## config.mk

```make
export PLATFORM = sky130hd
export DESIGN_NAME = ccfg_top
export DESIGN_NICKNAME = d
export VERILOG_FILES = /design/src/hw/ccfg_counter.v /design/src/hw/ccfg_irq_arb.v /design/src/hw/ccfg_top.v
export VERILOG_INCLUDE_DIRS = /design/src /design/src/include
export SDC_FILE = /design/constraint.sdc
export NUM_CORES = 1
export LEC_CHECK = 0
export ABC_AREA = 1
export BUFFER_PORTS_ARGS = -buffer_cell sky130_fd_sc_hd__buf_2
export CORE_MARGIN = 10
export CORE_UTILIZATION = 54
export DETAILED_ROUTE_END_ITERATION = 6
export PLACE_DENSITY = 0.82
export SYNTH_ARGS = -nofsm -noshare
export SYNTH_HDL_FRONTEND = slang
export SYNTH_SLANG_ARGS = --single-unit
```

## constraint.sdc

```tcl
create_clock -name clk -period 1.7 [get_ports clk]
set_clock_uncertainty 0.05 [all_clocks]
set_input_delay 0.255 -clock clk [delete_from_list [all_inputs] [get_ports clk]]
set_output_delay 0.255 -clock clk [all_outputs]
set_load 0.02 [all_outputs]
```

## src/include/ccfg_consts.vh

```
// Constants for the core configuration and event counter block
`ifndef CCFG_CONSTS_VH
`define CCFG_CONSTS_VH

// ----------------------------------------
// Register byte offsets
// ----------------------------------------
`define CCFG_OFS_CONFIG 4'h0
`define CCFG_OFS_CNT1 4'h4
`define CCFG_OFS_CNT2 4'h8
`define CCFG_OFS_STATUS 4'hC

// ----------------------------------------
// Configuration register fields
// ----------------------------------------
`define CCFG_CFG_RESET 32'h00000000
`define CCFG_B_C2_IRQ_EN 31
`define CCFG_B_C2_KERN_ONLY 30
`define CCFG_F_C2_SEL_HI 29
`define CCFG_F_C2_SEL_LO 25
`define CCFG_B_C1_IRQ_EN 24
`define CCFG_B_C1_KERN_ONLY 23
`define CCFG_B_C1_INSN_SEL 22
`define CCFG_B_PF_OFFCHIP 21
`define CCFG_B_PF_BUF_EN 20
`define CCFG_B_ICACHE_EN 19
`define CCFG_B_SCACHE_EN 18
`define CCFG_B_ADDR_EXT 17
`define CCFG_B_KERN_LE 16
`define CCFG_RSVD_ZERO 16'h0000

// ----------------------------------------
// Second counter event codes
// ----------------------------------------
`define CCFG_EV_CLOCK 5'h00
`define CCFG_EV_INSN 5'h01
`define CCFG_EV_HOLD 5'h1F

// ----------------------------------------
// Counter, vector and status encodings
// ----------------------------------------
`define CCFG_CNT_ONES 32'hFFFFFFFF
`define CCFG_CNT_RESET 32'h00000000
`define CCFG_KERNEL_LEVEL 1'h0
`define CCFG_VEC_NONE 2'h0
`define CCFG_VEC_EXT 2'h1
`define CCFG_VEC_CNT1 2'h2
`define CCFG_VEC_CNT2 2'h3
`define CCFG_B_ST_PEND1 0
`define CCFG_B_ST_PEND2 1
`define CCFG_B_ST_KERNEL 2

`endif

```

## src/hw/ccfg_counter.v

```verilog
// Free-running 32-bit event counter with wrap pulse
`timescale 1ns/1ps
`include "ccfg_consts.vh"

module ccfg_counter (
	// Clock and reset
	input wire clk,
	input wire rst,
	// Count control
	input wire inc,
	// Results
	output reg [31:0] count_r,
	output reg wrap_r
);

	// ----------------------------------------
	// Counting
	// ----------------------------------------
	always @(posedge clk) begin
		if (rst) begin
			count_r <= `CCFG_CNT_RESET;
			wrap_r <= 1'b0;
		end else begin
			wrap_r <= inc && (count_r == `CCFG_CNT_ONES);
			if (inc) begin
				count_r <= count_r + 32'h00000001;
			end
		end
	end

endmodule

```

## src/hw/ccfg_irq_arb.v

```verilog
// Level one interrupt pending flags and priority selection
`timescale 1ns/1ps
`include "ccfg_consts.vh"

module ccfg_irq_arb (
	// Clock and reset
	input wire clk,
	input wire rst,
	// Requests
	input wire ext_req,
	input wire c1_wrap,
	input wire c1_irq_en,
	input wire c2_wrap,
	input wire c2_irq_en,
	// Acknowledge from the core
	input wire irq_ack,
	// Results
	output reg pend1_r,
	output reg pend2_r,
	output reg irq_r,
	output reg [1:0] vec_r
);

	reg [1:0] vec_nxt;

	// ----------------------------------------
	// Priority: external, then first, then second
	// ----------------------------------------
	always @* begin
		if (ext_req) begin
			vec_nxt = `CCFG_VEC_EXT;
		end else if (pend1_r) begin
			vec_nxt = `CCFG_VEC_CNT1;
		end else if (pend2_r) begin
			vec_nxt = `CCFG_VEC_CNT2;
		end else begin
			vec_nxt = `CCFG_VEC_NONE;
		end
	end

	// ----------------------------------------
	// Sticky flags; a wrap wins over the ack
	// ----------------------------------------
	always @(posedge clk) begin
		if (rst) begin
			pend1_r <= 1'b0;
			pend2_r <= 1'b0;
			irq_r <= 1'b0;
			vec_r <= `CCFG_VEC_NONE;
		end else begin
			if (c1_wrap && c1_irq_en) begin
				pend1_r <= 1'b1;
			end else if (irq_ack && vec_r == `CCFG_VEC_CNT1) begin
				pend1_r <= 1'b0;
			end
			if (c2_wrap && c2_irq_en) begin
				pend2_r <= 1'b1;
			end else if (irq_ack && vec_r == `CCFG_VEC_CNT2) begin
				pend2_r <= 1'b0;
			end
			irq_r <= (vec_nxt != `CCFG_VEC_NONE) && !irq_ack;
			vec_r <= irq_ack ? `CCFG_VEC_NONE : vec_nxt;
		end
	end

endmodule

```

## src/hw/ccfg_top.v

```verilog
// Core configuration register with two event counters and control outputs
`timescale 1ns/1ps
`include "ccfg_consts.vh"

module ccfg_top (
	// Clock and reset
	input wire clk,
	input wire rst,
	// Register bus
	input wire [3:0] avs_address,
	input wire avs_read,
	input wire avs_write,
	input wire [31:0] avs_writedata,
	input wire [3:0] avs_byteenable,
	output reg [31:0] avs_readdata,
	output wire avs_waitrequest,
	// Core status
	input wire psw_exec_level,
	input wire psw_user_le,
	input wire insn_done,
	input wire folded_branch,
	// Interrupts
	input wire ext_l1_req,
	input wire irq_ack,
	output wire irq_l1,
	output wire [1:0] irq_vec_sel,
	// Fetch and cache gating
	input wire pf_buf_hit,
	input wire icache_req,
	input wire scache_req,
	output reg pf_offchip_en_r,
	output reg pf_buf_hit_ok_r,
	output reg icache_ok_r,
	output reg scache_ok_r,
	// Address extension and byte order
	input wire [15:0] abs_addr16,
	input wire [31:0] pc,
	output reg [31:0] ext_addr_r,
	output reg data_le_r
);

	// ----------------------------------------
	// Helpers
	// ----------------------------------------
	// Privilege gate: free in all modes or kernel only
	function priv_ok;
		input kern_only;
		input kern;
		begin
			priv_ok = !kern_only || kern;
		end
	endfunction

	// Completed instruction, folded branches excluded
	function insn_event;
		input done;
		input folded;
		begin
			insn_event = done && !folded;
		end
	endfunction

	// ----------------------------------------
	// Declarations
	// ----------------------------------------
	reg [31:16] cfg_r;
	reg [31:16] cfg_nxt;
	reg ack_r;
	reg [31:0] rd_nxt;
	reg ext_s1_r;
	reg ext_s2_r;
	reg c1_inc;
	reg c2_inc;
	wire kernel;
	wire insn_ev;
	wire [4:0] c2_sel;
	wire [31:0] cnt1;
	wire [31:0] cnt2;
	wire wrap1;
	wire wrap2;
	wire pend1;
	wire pend2;
	wire bus_req;
	wire bus_take;
	localparam [31:0] cfg_reset_word = `CCFG_CFG_RESET;

	// ----------------------------------------
	// Mode decode
	// ----------------------------------------
	assign kernel = (psw_exec_level == `CCFG_KERNEL_LEVEL);
	assign insn_ev = insn_event(insn_done, folded_branch);
	assign c2_sel = cfg_r[`CCFG_F_C2_SEL_HI:`CCFG_F_C2_SEL_LO];

	// ----------------------------------------
	// External request synchroniser
	// ----------------------------------------
	always @(posedge clk) begin
		if (rst) begin
			ext_s1_r <= 1'b0;
			ext_s2_r <= 1'b0;
		end else begin
			ext_s1_r <= ext_l1_req;
			ext_s2_r <= ext_s1_r;
		end
	end

	// ----------------------------------------
	// Counter increment selection
	// ----------------------------------------
	always @* begin
		// First counter
		if (!priv_ok(cfg_r[`CCFG_B_C1_KERN_ONLY], kernel)) begin
			c1_inc = 1'b0;
		end else if (cfg_r[`CCFG_B_C1_INSN_SEL]) begin
			c1_inc = insn_ev;
		end else begin
			c1_inc = 1'b1;
		end
		// Second counter
		c2_inc = 1'b0;
		if (priv_ok(cfg_r[`CCFG_B_C2_KERN_ONLY], kernel)) begin
			case (c2_sel)
				`CCFG_EV_CLOCK: begin
					c2_inc = 1'b1;
				end
				`CCFG_EV_INSN: begin
					c2_inc = insn_ev;
				end
				`CCFG_EV_HOLD: begin
					c2_inc = 1'b0;
				end
				default: begin
					c2_inc = 1'b0;
				end
			endcase
		end
	end

	// ----------------------------------------
	// Counters
	// ----------------------------------------
	ccfg_counter u_cnt1 (
		.clk(clk),
		.rst(rst),
		.inc(c1_inc),
		.count_r(cnt1),
		.wrap_r(wrap1)
	);

	ccfg_counter u_cnt2 (
		.clk(clk),
		.rst(rst),
		.inc(c2_inc),
		.count_r(cnt2),
		.wrap_r(wrap2)
	);

	// ----------------------------------------
	// Interrupt priority
	// ----------------------------------------
	ccfg_irq_arb u_arb (
		.clk(clk),
		.rst(rst),
		.ext_req(ext_s2_r),
		.c1_wrap(wrap1),
		.c1_irq_en(cfg_r[`CCFG_B_C1_IRQ_EN]),
		.c2_wrap(wrap2),
		.c2_irq_en(cfg_r[`CCFG_B_C2_IRQ_EN]),
		.irq_ack(irq_ack),
		.pend1_r(pend1),
		.pend2_r(pend2),
		.irq_r(irq_l1),
		.vec_r(irq_vec_sel)
	);

	// ----------------------------------------
	// Bus handshake: one wait cycle per access
	// ----------------------------------------
	assign bus_req = avs_read || avs_write;
	assign bus_take = bus_req && !ack_r;
	assign avs_waitrequest = bus_req && !ack_r;

	always @(posedge clk) begin
		if (rst) begin
			ack_r <= 1'b0;
		end else begin
			ack_r <= bus_take;
		end
	end

	// ----------------------------------------
	// Configuration write, upper two byte lanes
	// ----------------------------------------
	always @* begin
		cfg_nxt = cfg_r;
		if (bus_take && avs_write && avs_address == `CCFG_OFS_CONFIG) begin
			if (avs_byteenable[3]) begin
				cfg_nxt[31:24] = avs_writedata[31:24];
			end
			if (avs_byteenable[2]) begin
				cfg_nxt[23:16] = avs_writedata[23:16];
			end
		end
	end

	always @(posedge clk) begin
		if (rst) begin
			cfg_r <= cfg_reset_word[31:16];
		end else begin
			cfg_r <= cfg_nxt;
		end
	end

	// ----------------------------------------
	// Read data
	// ----------------------------------------
	always @* begin
		rd_nxt = 32'h00000000;
		case (avs_address)
			`CCFG_OFS_CONFIG: begin
				rd_nxt = {cfg_r, `CCFG_RSVD_ZERO};
			end
			`CCFG_OFS_CNT1: begin
				rd_nxt = cnt1;
			end
			`CCFG_OFS_CNT2: begin
				rd_nxt = cnt2;
			end
			`CCFG_OFS_STATUS: begin
				rd_nxt[`CCFG_B_ST_PEND1] = pend1;
				rd_nxt[`CCFG_B_ST_PEND2] = pend2;
				rd_nxt[`CCFG_B_ST_KERNEL] = kernel;
			end
			default: begin
				rd_nxt = 32'h00000000;
			end
		endcase
	end

	always @(posedge clk) begin
		if (rst) begin
			avs_readdata <= 32'h00000000;
		end else if (bus_take && avs_read) begin
			avs_readdata <= rd_nxt;
		end
	end

	// ----------------------------------------
	// Fetch, cache gating, address and byte order
	// ----------------------------------------
	// Enables only gate use; nothing here touches stored contents
	always @(posedge clk) begin
		if (rst) begin
			pf_offchip_en_r <= 1'b0;
			pf_buf_hit_ok_r <= 1'b0;
			icache_ok_r <= 1'b0;
			scache_ok_r <= 1'b0;
			ext_addr_r <= 32'h00000000;
			data_le_r <= 1'b0;
		end else begin
			pf_offchip_en_r <= cfg_r[`CCFG_B_PF_OFFCHIP];
			pf_buf_hit_ok_r <= pf_buf_hit && cfg_r[`CCFG_B_PF_BUF_EN];
			icache_ok_r <= icache_req && cfg_r[`CCFG_B_ICACHE_EN];
			scache_ok_r <= scache_req && cfg_r[`CCFG_B_SCACHE_EN];
			if (cfg_r[`CCFG_B_ADDR_EXT]) begin
				ext_addr_r <= {pc[31:29], 13'h0, abs_addr16};
			end else begin
				ext_addr_r <= {16'h0000, abs_addr16};
			end
			if (kernel) begin
				data_le_r <= cfg_r[`CCFG_B_KERN_LE];
			end else begin
				data_le_r <= psw_user_le;
			end
		end
	end

endmodule

```

==> out/metrics.yaml, run 1 <==
run_status:
  outcome: "complete, but fails checks"
  violations: "hold timing"
power:
  power_leakage_nw: 3.57
  power.density_mw_per_mm2: 948
  internal-power_mw: 6.26
  p_comb_frac: 0.063
  switching_share: 0.225
  seqPwrFrac: 0.432
  power_mw: 8.08
  ir_drop_mv: 0.960
  switchingPower_mw: 1.82
  p_clk_frac: 0.505
yosys:
  synth_area_per_cell_um2: 6.83
  async_reset_ff_frac: 0
  synthesis.area_mm2: 0.00694
  synth-edff-count: 0
  syn_inst: 1017
  synth.distinct_cells: 39
  synthFlopType: "dfxtp_1"
  ys_seq_area_frac: 0.421
  yosys_warnings: 0
  ys_ff_latch: 146
final_layout:
  synthToLayoutAreaGrowth_pct: 22.8
  mostFrequentLayoutCell: "nand2_1"
  diodes: 0
  most-common-layout-cells: "nand2_1, nor2_1, dfxtp_1"
  nNetsFinal: 1259
  utilization: 0.675
  layout-drive-gt1-share: 0.181
  fillerInstances: 1049
sta:
  finalSetupViolations: 0
  maxSlewHeadroom: 0.598
  worst_pin_slew_ps: 603
  drv_slew: 0
  fin_crit_sh: 0.969
  finalCriticalPeriod_ps: 1650
  fmax_mhz: 607
  fin_ws_ps: 53.4
  hold_slack_ps: -5.42
  finalHoldViolations: 2
  rsz0062_at_grt: "yes"
flow_run:
  drv_cap: 0
grt:
  grt_start_max_net_pins: 53
  grt_usage: 0.217
  overflow: 0
  antenna_found_initial: 0
  grt_pass1_vias: 6594
  grt_pass1_wl_um: 32100
clocking:
  htree_levels: 4
  clkSlewWorstSetupHoldPaths_ps: 60
  insertion_delay_ps: 420
  cts_buffer_depth: 2
  cts-root-buf: "clkbuf_16"
  clkSinkCount: 146
  cts_tree: "done"
  numCtsBuffers: 17
placed_design:
  gp_congestion: 0.923
  dp_hpwl_um: 14200
  pre_cts_ws_ps: 91.0
  port_buffers: 113
floorplanning:
  die_h_um: 133
  die-area_mm2: 0.0178
  rows: 41
  floorplan.initialDensity: 0.550
  core_mm2: 0.0126
  die_w_um: 133
  pin_count: 174
worst_setup_path:
  path_buf_inv: 2
  crit_chain: "nor2_2 -> clkinv_1 -> nand2_1 -> buf_2"
  critPathKind: "reg -> out"
  critPathMaxFanout: 3
  critPathMaxStageDelay_ps: 320
  end_kind: "output pin"
  cpLargestDelayFamily: "flip-flops"
  start_kind: "flip-flop"
  cp.required_ps: 1390
  cp.arrival_ps: 1340
  worst_path_max_delay_cell: "dfxtp_1"
routing:
  wl_um: 19900
  via_per_inst: 5.25
  ant_nets: 0
  wl_per_cell_um: 14.8
  dr.first_iter.drc_count: 743
  first_pass_iters: 5
  vias: 7045
  route.detailed.drc: 0
hold_path:
  worstHoldPathType: "in -> reg"
## sequential cells by signal (all words and copies together), names as in the netlist, 2 cells and up
signal	flops
avs_readdata	32
u_cnt2.count_r	32
u_cnt1.count_r	32
cfg_r	16
u_arb.vec_r	2
ext_addr_r	19
## area by class of cell
cell class | instances | area, um^2 | share of cell area
inverter | 125 | 474 | 0.0556
tap | 172 | 215 | 0.0252
timing repair buffer | 150 | 908 | 0.107
clock inverter | 13 | 209 | 0.0245
sequential | 146 | 2920 | 0.343
clock buffer | 19 | 433 | 0.0508
multi-input combinational | 716 | 3360 | 0.394
## logic make-up (layout without fill, tap and decap cells)
family,Yosys count,count (layout),synth area share
AOI/OAI and AO/OA,147,147,0.117
xor gates and xnor gates,4,4,0.00505
adders and majority gates,2,2,0.00360
buffers and inverters,167,307,0.104
DFF,146,146,0.421
other,1,13,0.000540
and+or+nand+nor,550,550,0.349
## path summary, 6_finish.rpt
kind / slack (ps) / from / cells after the start / endpoint
max reg2reg: 90 / u_cnt1.count_r[0] / 8 / u_cnt1.count_r[28]
min: -5 / pc[30] / 3 / ext_addr_r[30]
min reg2reg: 380 / cfg_r[18] / 2 / scache_ok_r
max: 50 / ack_r / 4 / avs_waitrequest
## metrics by stage
stage	setup TNS [ps]	hold WS, ps	cell area [um^2]	instances
floorplan	0	312	6990	1029
global route	-21.8	9.99	8520	1341
CTS	0	1.04	8510	1341
global placement	0	343	7700	1293
finish	0	-5.42	8520	1341
detailed placement	0	374	7700	1293
## synth_stat cells, types with 2 or more instances
cell type  instances  area share
clkbuf_1          16      0.0087
a31oi_1            4      0.0036
and3_1             2      0.0018
clkinv_2           2      0.0014
o21ai_0           40       0.029
o211ai_1          15       0.016
dfxtp_1          146        0.42
xor2_1             4      0.0050
or2_2              2      0.0018
buf_4             13       0.014
inv_2              2      0.0011
nor2_2             8      0.0072
nand3_2            3      0.0043
nor3_2             2      0.0029
nand3_4            3      0.0076
a21oi_1           74       0.053
buf_2              8      0.0058
nand2_2            9      0.0081
o22ai_1           10      0.0090
nor2_1           161       0.087
buf_6              4      0.0065
nand2_1          263        0.14
inv_1            118       0.064
nand3b_1           3      0.0032
nor2_4             7       0.011
clkinv_1           2      0.0011
ha_1               2      0.0036
nand4_1           17       0.015
nor3_1            16       0.012
nor2_8             2      0.0058
nand3_1           51       0.037
## what timing repair did
item                                   CTS  global route
endpoints found under the hold margin   16             0
hold buffers                            16             0
setup endpoints to repair                0             6
setup buffers                            0             0
resized for setup                        0             5
## power by group through the flow
stage | Combinational [mW] | Clock, mW | Sequential [mW]
global route | 0.557 | 4.26 | 3.50
CTS | 0.503 | 4.09 | 3.49
floorplan | 0.271 | 0 | 3.60
global placement | 0.459 | 0 | 3.57
finish | 0.509 | 4.08 | 3.49
detailed placement | 0.469 | 0 | 3.57
## tightest hold or removal path: cells and delay by family
kind,cells,cell delay (ps)
buffers and inverters,2,140
and+or+nand+nor,1,30
## layer usage
layer,up-vias,GRT usage,share of wire
li1,3483,-,-
met1,3211,0.262,0.41
met2,311,0.365,0.48
met3,40,0.0515,0.079
met4,0,0.0859,0.026
met5,-,0,0
Note: power is estimated with default switching activity, not from simulation.
==> run 2: changes to the inputs <==
--- a/config.mk
+++ b/config.mk
@@ -9,9 +9,11 @@
 export ABC_AREA = 1
 export BUFFER_PORTS_ARGS = -buffer_cell sky130_fd_sc_hd__buf_2
 export CORE_MARGIN = 10
-export CORE_UTILIZATION = 54
+export CORE_UTILIZATION = 55
+export CTS_BUF_LIST = sky130_fd_sc_hd__clkbuf_8
+export CTS_CLUSTER_SIZE = 10
 export DETAILED_ROUTE_END_ITERATION = 6
-export PLACE_DENSITY = 0.82
+export PLACE_DENSITY = 0.83
 export SYNTH_ARGS = -nofsm -noshare
 export SYNTH_HDL_FRONTEND = slang
 export SYNTH_SLANG_ARGS = --single-unit
==> run 2 against run 1 <==
- the run now ends clean
- critical path depth grew 4
- cell area shrank 0.91%
- global-route usage grew 0.34 points
- maximum frequency grew 3.9%
- first-iteration DRC count shrank 13%
- clock power shrank 23%
- hold slack gained 12 ps
- highest routed layer unchanged
==> out/metrics.yaml, run 2 (synthesis results as in run 1) <==
power:
  power_leakage_nw: 3.54  # was 3.57 nW
  ir_drop_mv: 0.750  # was 0.960 mV
  switchingPower_mw: 1.73  # was 1.82 mW
  seqPwrFrac: 0.486  # was 0.432
  p_comb_frac: 0.074  # was 0.063
  p_clk_frac: 0.440  # was 0.505
  power.density_mw_per_mm2: 850  # was 948 mW/mm^2
  switching_share: 0.241  # was 0.225
  internal-power_mw: 5.45  # was 6.26 mW
worst_setup_path:
  crit_chain: "buf_4 -> nand3_2 -> nor2_4 -> nand2_2 -> nor3_1 -> nand3_1 -> nand2_1 -> nor2_1"  # was nor2_2 -> clkinv_1 -> nand2_1 -> buf_2
  critPathMaxStageDelay_ps: 350  # was 320 ps
  ff2ff_path_depth: 8  # unchanged
  crit_cells: 8  # was 4
  cp.required_ps: 2010  # was 1390 ps
  path_buf_inv: 1  # was 2
  cpLargestDelayFamily: "simple AND/OR/NAND/NOR gates"  # was flip-flops
  end_kind: "flip-flop"  # was output pin
  start_kind: "flip-flop"  # unchanged
  critPathKind: "reg -> reg"  # was reg -> out
  critPathMaxFanout: 4  # was 3
  worst_path_max_delay_cell: "dfxtp_1"  # unchanged
  r2r_slack_ps: 120  # was 90 ps
  cp.arrival_ps: 1890  # was 1340 ps
sta:
  rsz0062_at_grt: "no"  # was yes
  drv_slew: 0  # unchanged
  fin_ws_ps: 116  # was 53.4 ps
  finalSetupViolations: 0  # unchanged
  setup_tns_ps: 0  # unchanged
  maxSlewHeadroom: 0.634  # was 0.598
  fin_crit_sh: 0.932  # was 0.969
  fmax_mhz: 631  # was 607 MHz
  finalHoldViolations: 0  # was 2
  worst_pin_slew_ps: 549  # was 603 ps
  finalCriticalPeriod_ps: 1580  # was 1650 ps
clocking:
  cts-root-buf: "clkbuf_8"  # was clkbuf_16
  clkSlewWorstSetupHoldPaths_ps: 90  # was 60 ps
  clkSinkCount: 146  # unchanged
  numCtsBuffers: 17  # unchanged
  post-cts-setup-buffers: 0  # unchanged
  htree_levels: 4  # unchanged
  cts_buffer_depth: 2  # unchanged
  insertion_delay_ps: 460  # was 420 ps
  cts_tree: "done"  # unchanged
floorplanning:
  die_h_um: 132  # was 133 um
  floorplan.initialDensity: 0.571  # was 0.550
  rows: 40  # was 41
  die-area_mm2: 0.0175  # was 0.0178 mm^2
  die_w_um: 132  # was 133 um
  core_mm2: 0.0122  # was 0.0126 mm^2
  pin_count: 174  # unchanged
hold_path:
  worstHoldPathType: "in -> reg"  # unchanged
  worst_hold_path.num_cells: 3  # unchanged
routing:
  vias: 7038  # was 7045
  route.detailed.drc: 0  # unchanged
  wl_um: 19700  # was 19900 um
  via_per_inst: 5.22  # was 5.25
  first_pass_iters: 5  # unchanged
  ant_nets: 0  # unchanged
  wl_per_cell_um: 14.6  # was 14.8 um
  dr.first_iter.drc_count: 647  # was 743
final_layout:
  stdcell_count: 1347  # was 1341
  nNetsFinal: 1269  # was 1259
  mostFrequentLayoutCell: "nand2_1"  # unchanged
  diodes: 0  # unchanged
  synthToLayoutAreaGrowth_pct: 21.7  # was 22.8%
  reg_top3: "avs_readdata (32), u_cnt1.count_r (32), u_cnt2.count_r (32)"  # unchanged
  layout-drive-gt1-share: 0.187  # was 0.181
  fin_area_mm2: 0.00845  # was 0.00852 mm^2
  most-common-layout-cells: "nand2_1, nor2_1, dfxtp_1"  # unchanged
placed_design:
  dp_hpwl_um: 14300  # was 14200 um
  placed_cells: 1290  # was 1293
  gp_congestion: 0.940  # was 0.923
  port_buffers: 113  # unchanged
  postPlaceCellArea_mm2: 0.00771  # was 0.00770 mm^2
  pre_cts_ws_ps: 34.2  # was 91.0 ps
grt:
  grt_usage: 0.221  # was 0.217
  grt_pass1_vias: 6817  # was 6594
  met3_usage: 0.0446  # was 0.0515
  grt_start_max_net_pins: 49  # was 53
  grt_pass1_wl_um: 32400  # was 32100 um
  gr-usage-met1: 0.264  # was 0.262
  antenna_found_initial: 0  # unchanged
  use_met2: 0.369  # was 0.365
  overflow: 0  # unchanged
  busiest_layer: "met2"  # unchanged
flow_run:
  drv_cap: 0  # unchanged
run_status:
  outcome: "finished clean"  # was complete, but fails checks
## run 2: cell types whose count changed in the layout (fill, tap and decap cells not counted), sizes merged
| cell | change |
|---|---|
| dlygate4sd3 | +9 |
| inv | +3 |
| clkinvlp | -2 |
| buf | +1 |
| clkbuf | -1 |
## run 2: worst min-delay path: stages
cell and delay [ps]:
buf_2 80, o21ai_0 70, nor2_1 70
## run 2: power by group through the flow
stage | combinational, mW | sequential, mW | clock, mW
detailed placement | 0.471 | 3.57 | 0
global route | 0.583 | 3.49 | 3.33
global placement | 0.460 | 3.57 | 0
finish | 0.530 | 3.49 | 3.16
floorplan | 0.271 | 3.60 | 0
CTS | 0.521 | 3.49 | 3.17
## run 2: metrics by stage
| step | power [mW] | utilization | hold WS (ps) |
|---|---|---|---|
| after detailed placement | 4.04 | 0.634 | 348 |
| final | 7.18 | 0.695 | 6.25 |
| after global routing | 7.40 | 0.695 | 36.7 |
| after CTS | 7.18 | 0.692 | 2.40 |
| after floorplan | 3.87 | - | 312 |
| after global placement | 4.03 | 0.634 | 344 |
## run 2: cell type report
cell class	instances	area, um^2
Fill cell	983	3710
Multi-Input combinational cell	716	3370
Sequential cell	146	2920
Timing Repair Buffer	160	1010
Inverter	125	474
Clock buffer	18	248
Clock inverter	14	210
Tap cell	168	210
## run 2: repair_timing
item                                   CTS  global route
hold buffers                            25             0
setup endpoints to repair                0            10
endpoints found under the hold margin   25             0
gates resized for setup                  0            14
## run 2: worst paths after layout
path                        end               from
max          u_cnt2.count_r[29]  u_cnt2.count_r[0]
min                   cfg_r[20]  avs_writedata[20]
max reg2reg  u_cnt2.count_r[29]  u_cnt2.count_r[0]
min reg2reg            ext_s2_r           ext_s1_r
## run 2: routing by layer
| layer | vias up | part of all wire | routed length, um |
|---|---|---|---|
| li1 | 3502 | - | - |
| met1 | 3187 | 0.42 | 8210 |
| met2 | 294 | 0.48 | 9430 |
| met3 | 55 | 0.070 | 1370 |
| met4 | 0 | 0.034 | 660 |
| met5 | - | 0 | 0 |
==> run 3: changes to the inputs <==
--- a/config.mk
+++ b/config.mk
@@ -16,4 +16,5 @@
 export PLACE_DENSITY = 0.83
 export SYNTH_ARGS = -nofsm -noshare
 export SYNTH_HDL_FRONTEND = slang
+export SYNTH_HIERARCHICAL = 1
 export SYNTH_SLANG_ARGS = --single-unit
==> run 3 against run 2 <==
- the flow now finishes with violations (setup timing)
- global-route usage grew 1.5 points
- cell count grew 2.8%
- first-iteration DRC count up 17%
- die area grew 0.93%
- power fell by 7.4%
- cell area increased by 5.7%
- worst setup slack got worse by 340 ps
- sequential share of layout area down 1.9 points
- maximum frequency is 18% lower
- clock power fell by 20%
- critical path type unchanged
- largest cell class unchanged
==> out/metrics.yaml, run 3 <==
yosys:
  syn_inst: 1022  # was 1017
  ys_ff_latch: 146  # unchanged
  yosysTopAreaCell: "dfxtp_1"  # unchanged
  yosys-top-cells-count: "nand2_1, nor2_1, nand3_1, dfxtp_1, inv_1"  # was nand2_1, nor2_1, dfxtp_1, inv_1, a21oi_1
  synthesis.area_mm2: 0.00702  # was 0.00694 mm^2
  yosysMostFrequentCell: "nand2_1"  # unchanged
  ys_seq_area_frac: 0.416  # was 0.421
  yosys_warnings: 6  # was 0
  synthFlopType: "dfxtp_1"  # unchanged
  synth_top_area_frac: 0.416  # was 0.421
  synth-edff-count: 0  # unchanged
  async_reset_ff_frac: 0  # unchanged
  synth_area_per_cell_um2: 6.87  # was 6.83 um^2
  synth.area.top_cells: "dfxtp_1, nand2_1, nand3_1"  # was dfxtp_1, nand2_1, nor2_1
  synth.distinct_cells: 35  # was 39
clocking:
  cts_buffer_depth: 2  # unchanged
  cts_tree: "done"  # unchanged
  cts-root-buf: "clkbuf_8"  # unchanged
  insertion_delay_ps: 470  # was 460 ps
  clkSlewWorstSetupHoldPaths_ps: 90  # about the same
  clkSinkCount: 146  # unchanged
  numCtsBuffers: 17  # unchanged
  htree_levels: 4  # unchanged
power:
  power.density_mw_per_mm2: 744  # was 850 mW/mm^2
  power_mw: 6.65  # was 7.18 mW
  power_leakage_nw: 3.90  # was 3.54 nW
  ir_drop_mv: 0.625  # was 0.750 mV
placed_design:
  port_buffers: 113  # unchanged
  gp_congestion: 0.978  # was 0.940
  placed_cells: 1312  # was 1290
  pre_cts_ws_ps: -140  # was 34.2 ps
  postPlaceCellArea_mm2: 0.00791  # was 0.00771 mm^2
  dp_hpwl_um: 15100  # was 14300 um
routing:
  route.detailed.drc: 0  # unchanged
  wl_um: 21900  # was 19700 um
  dr.first_iter.drc_count: 755  # was 647
  first_pass_iters: 6  # was 5
  wl_per_cell_um: 15.8  # was 14.6 um
  via_per_inst: 5.29  # was 5.22
  vias: 7320  # was 7038
  ant_nets: 0  # unchanged
hold_path:
  min_to: "cfg_r[25]"  # was cfg_r[20]
  worst_hold_path.num_cells: 3  # unchanged
  worstHoldPathType: "in -> reg"  # unchanged
  hold_start: "avs_writedata[25]"  # was avs_writedata[20]
sta:
  fin_crit_sh: 1.13  # was 0.932
  finalHoldViolations: 0  # unchanged
  rsz0062_at_grt: "yes"  # was no
  drv_slew: 0  # unchanged
  finalSetupViolations: 24  # was 0
  hold_slack_ps: 19.2  # was 6.25 ps
  fmax_mhz: 520  # was 631 MHz
  fin_ws_ps: -223  # was 116 ps
  finalCriticalPeriod_ps: 1920  # was 1580 ps
  setup_tns_ps: -2920  # was 0 ps
floorplanning:
  die_w_um: 133  # was 132 um
  die_h_um: 133  # was 132 um
  die-area_mm2: 0.0177  # was 0.0175 mm^2
  floorplan.initialDensity: 0.558  # was 0.571
  core_mm2: 0.0126  # was 0.0122 mm^2
  rows: 41  # was 40
  pin_count: 174  # unchanged
worst_setup_path:
  r2r_slack_ps: -220  # was 120 ps
  cp_common_cell: "nor2_4"
  worst_path_max_delay_cell: "dfxtp_2"  # was dfxtp_1
  crit_chain: "nor4_4 -> nand2_1 -> a21oi_2 -> buf_6 -> nand2_4 -> nor2_4 -> nand3_4 -> nor2_4 -> nand3_2 -> nand2_2 -> nor2_1"  # was buf_4 -> nand3_2 -> nor2_4 -> nand2_2 -> nor3_1 -> nand3_1 -> nand2_1 -> nor2_1
  r2r-end: "u_cnt2/count_r[28]"  # was u_cnt2.count_r[29]
  end_kind: "flip-flop"  # unchanged
  critPathMaxStageDelay_ps: 340  # was 350 ps
  start_kind: "flip-flop"  # unchanged
  critPathMaxFanout: 6  # was 4
  r2r_start: "cfg_r[29]"  # was u_cnt2.count_r[0]
  ff2ff_path_depth: 11  # was 8
  cp.arrival_ps: 2230  # was 1890 ps
  cp.required_ps: 2010  # about the same
  critPathKind: "reg -> reg"  # unchanged
final_layout:
  register_area_mm2: 0.00293  # was 0.00292 mm^2
  fin_area_mm2: 0.00893  # was 0.00845 mm^2
  reg_top3: "avs_readdata (32), u_cnt1/count_r (32), u_cnt2/count_r (32)"  # was avs_readdata (32), u_cnt1.count_r (32), u_cnt2.count_r (32)
  mostFrequentLayoutCell: "nand2_1"  # unchanged
  multi_input_comb_area_mm2: 0.00370  # was 0.00337 mm^2
  stdcell_count: 1385  # was 1347
  layout-drive-gt1-share: 0.232  # was 0.187
  synthToLayoutAreaGrowth_pct: 27.3  # was 21.7%
  utilization: 0.711  # was 0.695
  nNetsFinal: 1305  # was 1269
  diodes: 0  # unchanged
  most-common-layout-cells: "nand2_1, nor2_1, nand3_1, dfxtp_1, buf_2"  # was nand2_1, nor2_1, dfxtp_1
  fillerInstances: 954  # was 983
grt:
  grt_pass1_wl_um: 34000  # was 32400 um
  antenna_found_initial: 0  # unchanged
  grt_pass1_vias: 6909  # was 6817
  grt_start_max_net_pins: 43  # was 49
  grt_usage: 0.236  # was 0.221
  overflow: 0  # unchanged
flow_run:
  drv_cap: 0  # unchanged
run_status:
  violations: "setup timing"
  outcome: "complete, but fails checks"  # was finished clean
run 3: cell count changes after synthesis, sizes merged, moves of 10 or more:
cell,change
o22ai,-10
nand2,-40
nor3,-13
nand4,-11
nor2,+17
nand3,+97
buf,+13
inv,-25
o211ai,-15
run 3: area by class of cell:
| cell class | count | share of cell area |
|---|---|---|
| clock buffer | 18 | 0.0277 |
| multi-input combinational | 739 | 0.415 |
| tap | 172 | 0.0241 |
| sequential | 146 | 0.327 |
| inverter | 99 | 0.0422 |
| clock inverter | 12 | 0.0123 |
| timing repair buffer | 199 | 0.152 |
run 3: cell families after synthesis:
group / count (synthesis) / synth area share
xor gates and xnor gates: 8 / 0.00998
AOI/OAI and AO/OA: 117 / 0.0866
DFF: 146 / 0.416
adders and majority gates: 2 / 0.00356
buffers and inverters: 149 / 0.0963
other: 1 / 0.000534
and+or+nand+nor: 599 / 0.387
run 3: power breakdown:
part           switching [mW]  leakage (nW)  internal (mW)
Sequential             0.0339          1.18           3.46
Clock                    1.36         0.174           1.18
Combinational           0.369          2.54          0.236
Total                    1.76          3.90           4.88
run 3: what timing repair did:
item,CTS,global route
hold buffers,33,0
buffers inserted,3,7
pin swaps,9,16
resized for setup,19,44
cloned,0,0
endpoints found under the hold margin,33,0
endpoints found under the setup margin,23,50
run 3: worst max-delay path by stage:
stage	startpoint	to	depth (start not counted)
6_report	cfg_r[29]	u_cnt2/count_r[28]	11
5_1_grt	cfg_r[29]	u_cnt2/count_r[26]	11
4_1_cts	cfg_r[26]	u_cnt2/count_r[8]	10
3_5_place_dp	cfg_r[26]	u_cnt2/count_r[18]	11
3_3_place_gp	cfg_r[26]	u_cnt2/count_r[18]	11
2_1_floorplan	cfg_r[26]	u_cnt2/count_r[28]	11
run 3: layer usage:
| metal | track usage | routed length, um | up-vias |
|---|---|---|---|
| met3 | 0.0783 | 1640 | 57 |
| li1 | - | - | 3608 |
| met2 | 0.404 | 10900 | 290 |
| met1 | 0.261 | 8620 | 3365 |
| met4 | 0.102 | 739 | 0 |
| met5 | 0 | 0 | - |
run 3: critical path: cells and delay by family, from the launching register on:
family | cells | cell delay (ps)
simple gates | 9 | 1190
buf+inv | 1 | 140
flops | 1 | 340
compound gates | 1 | 120
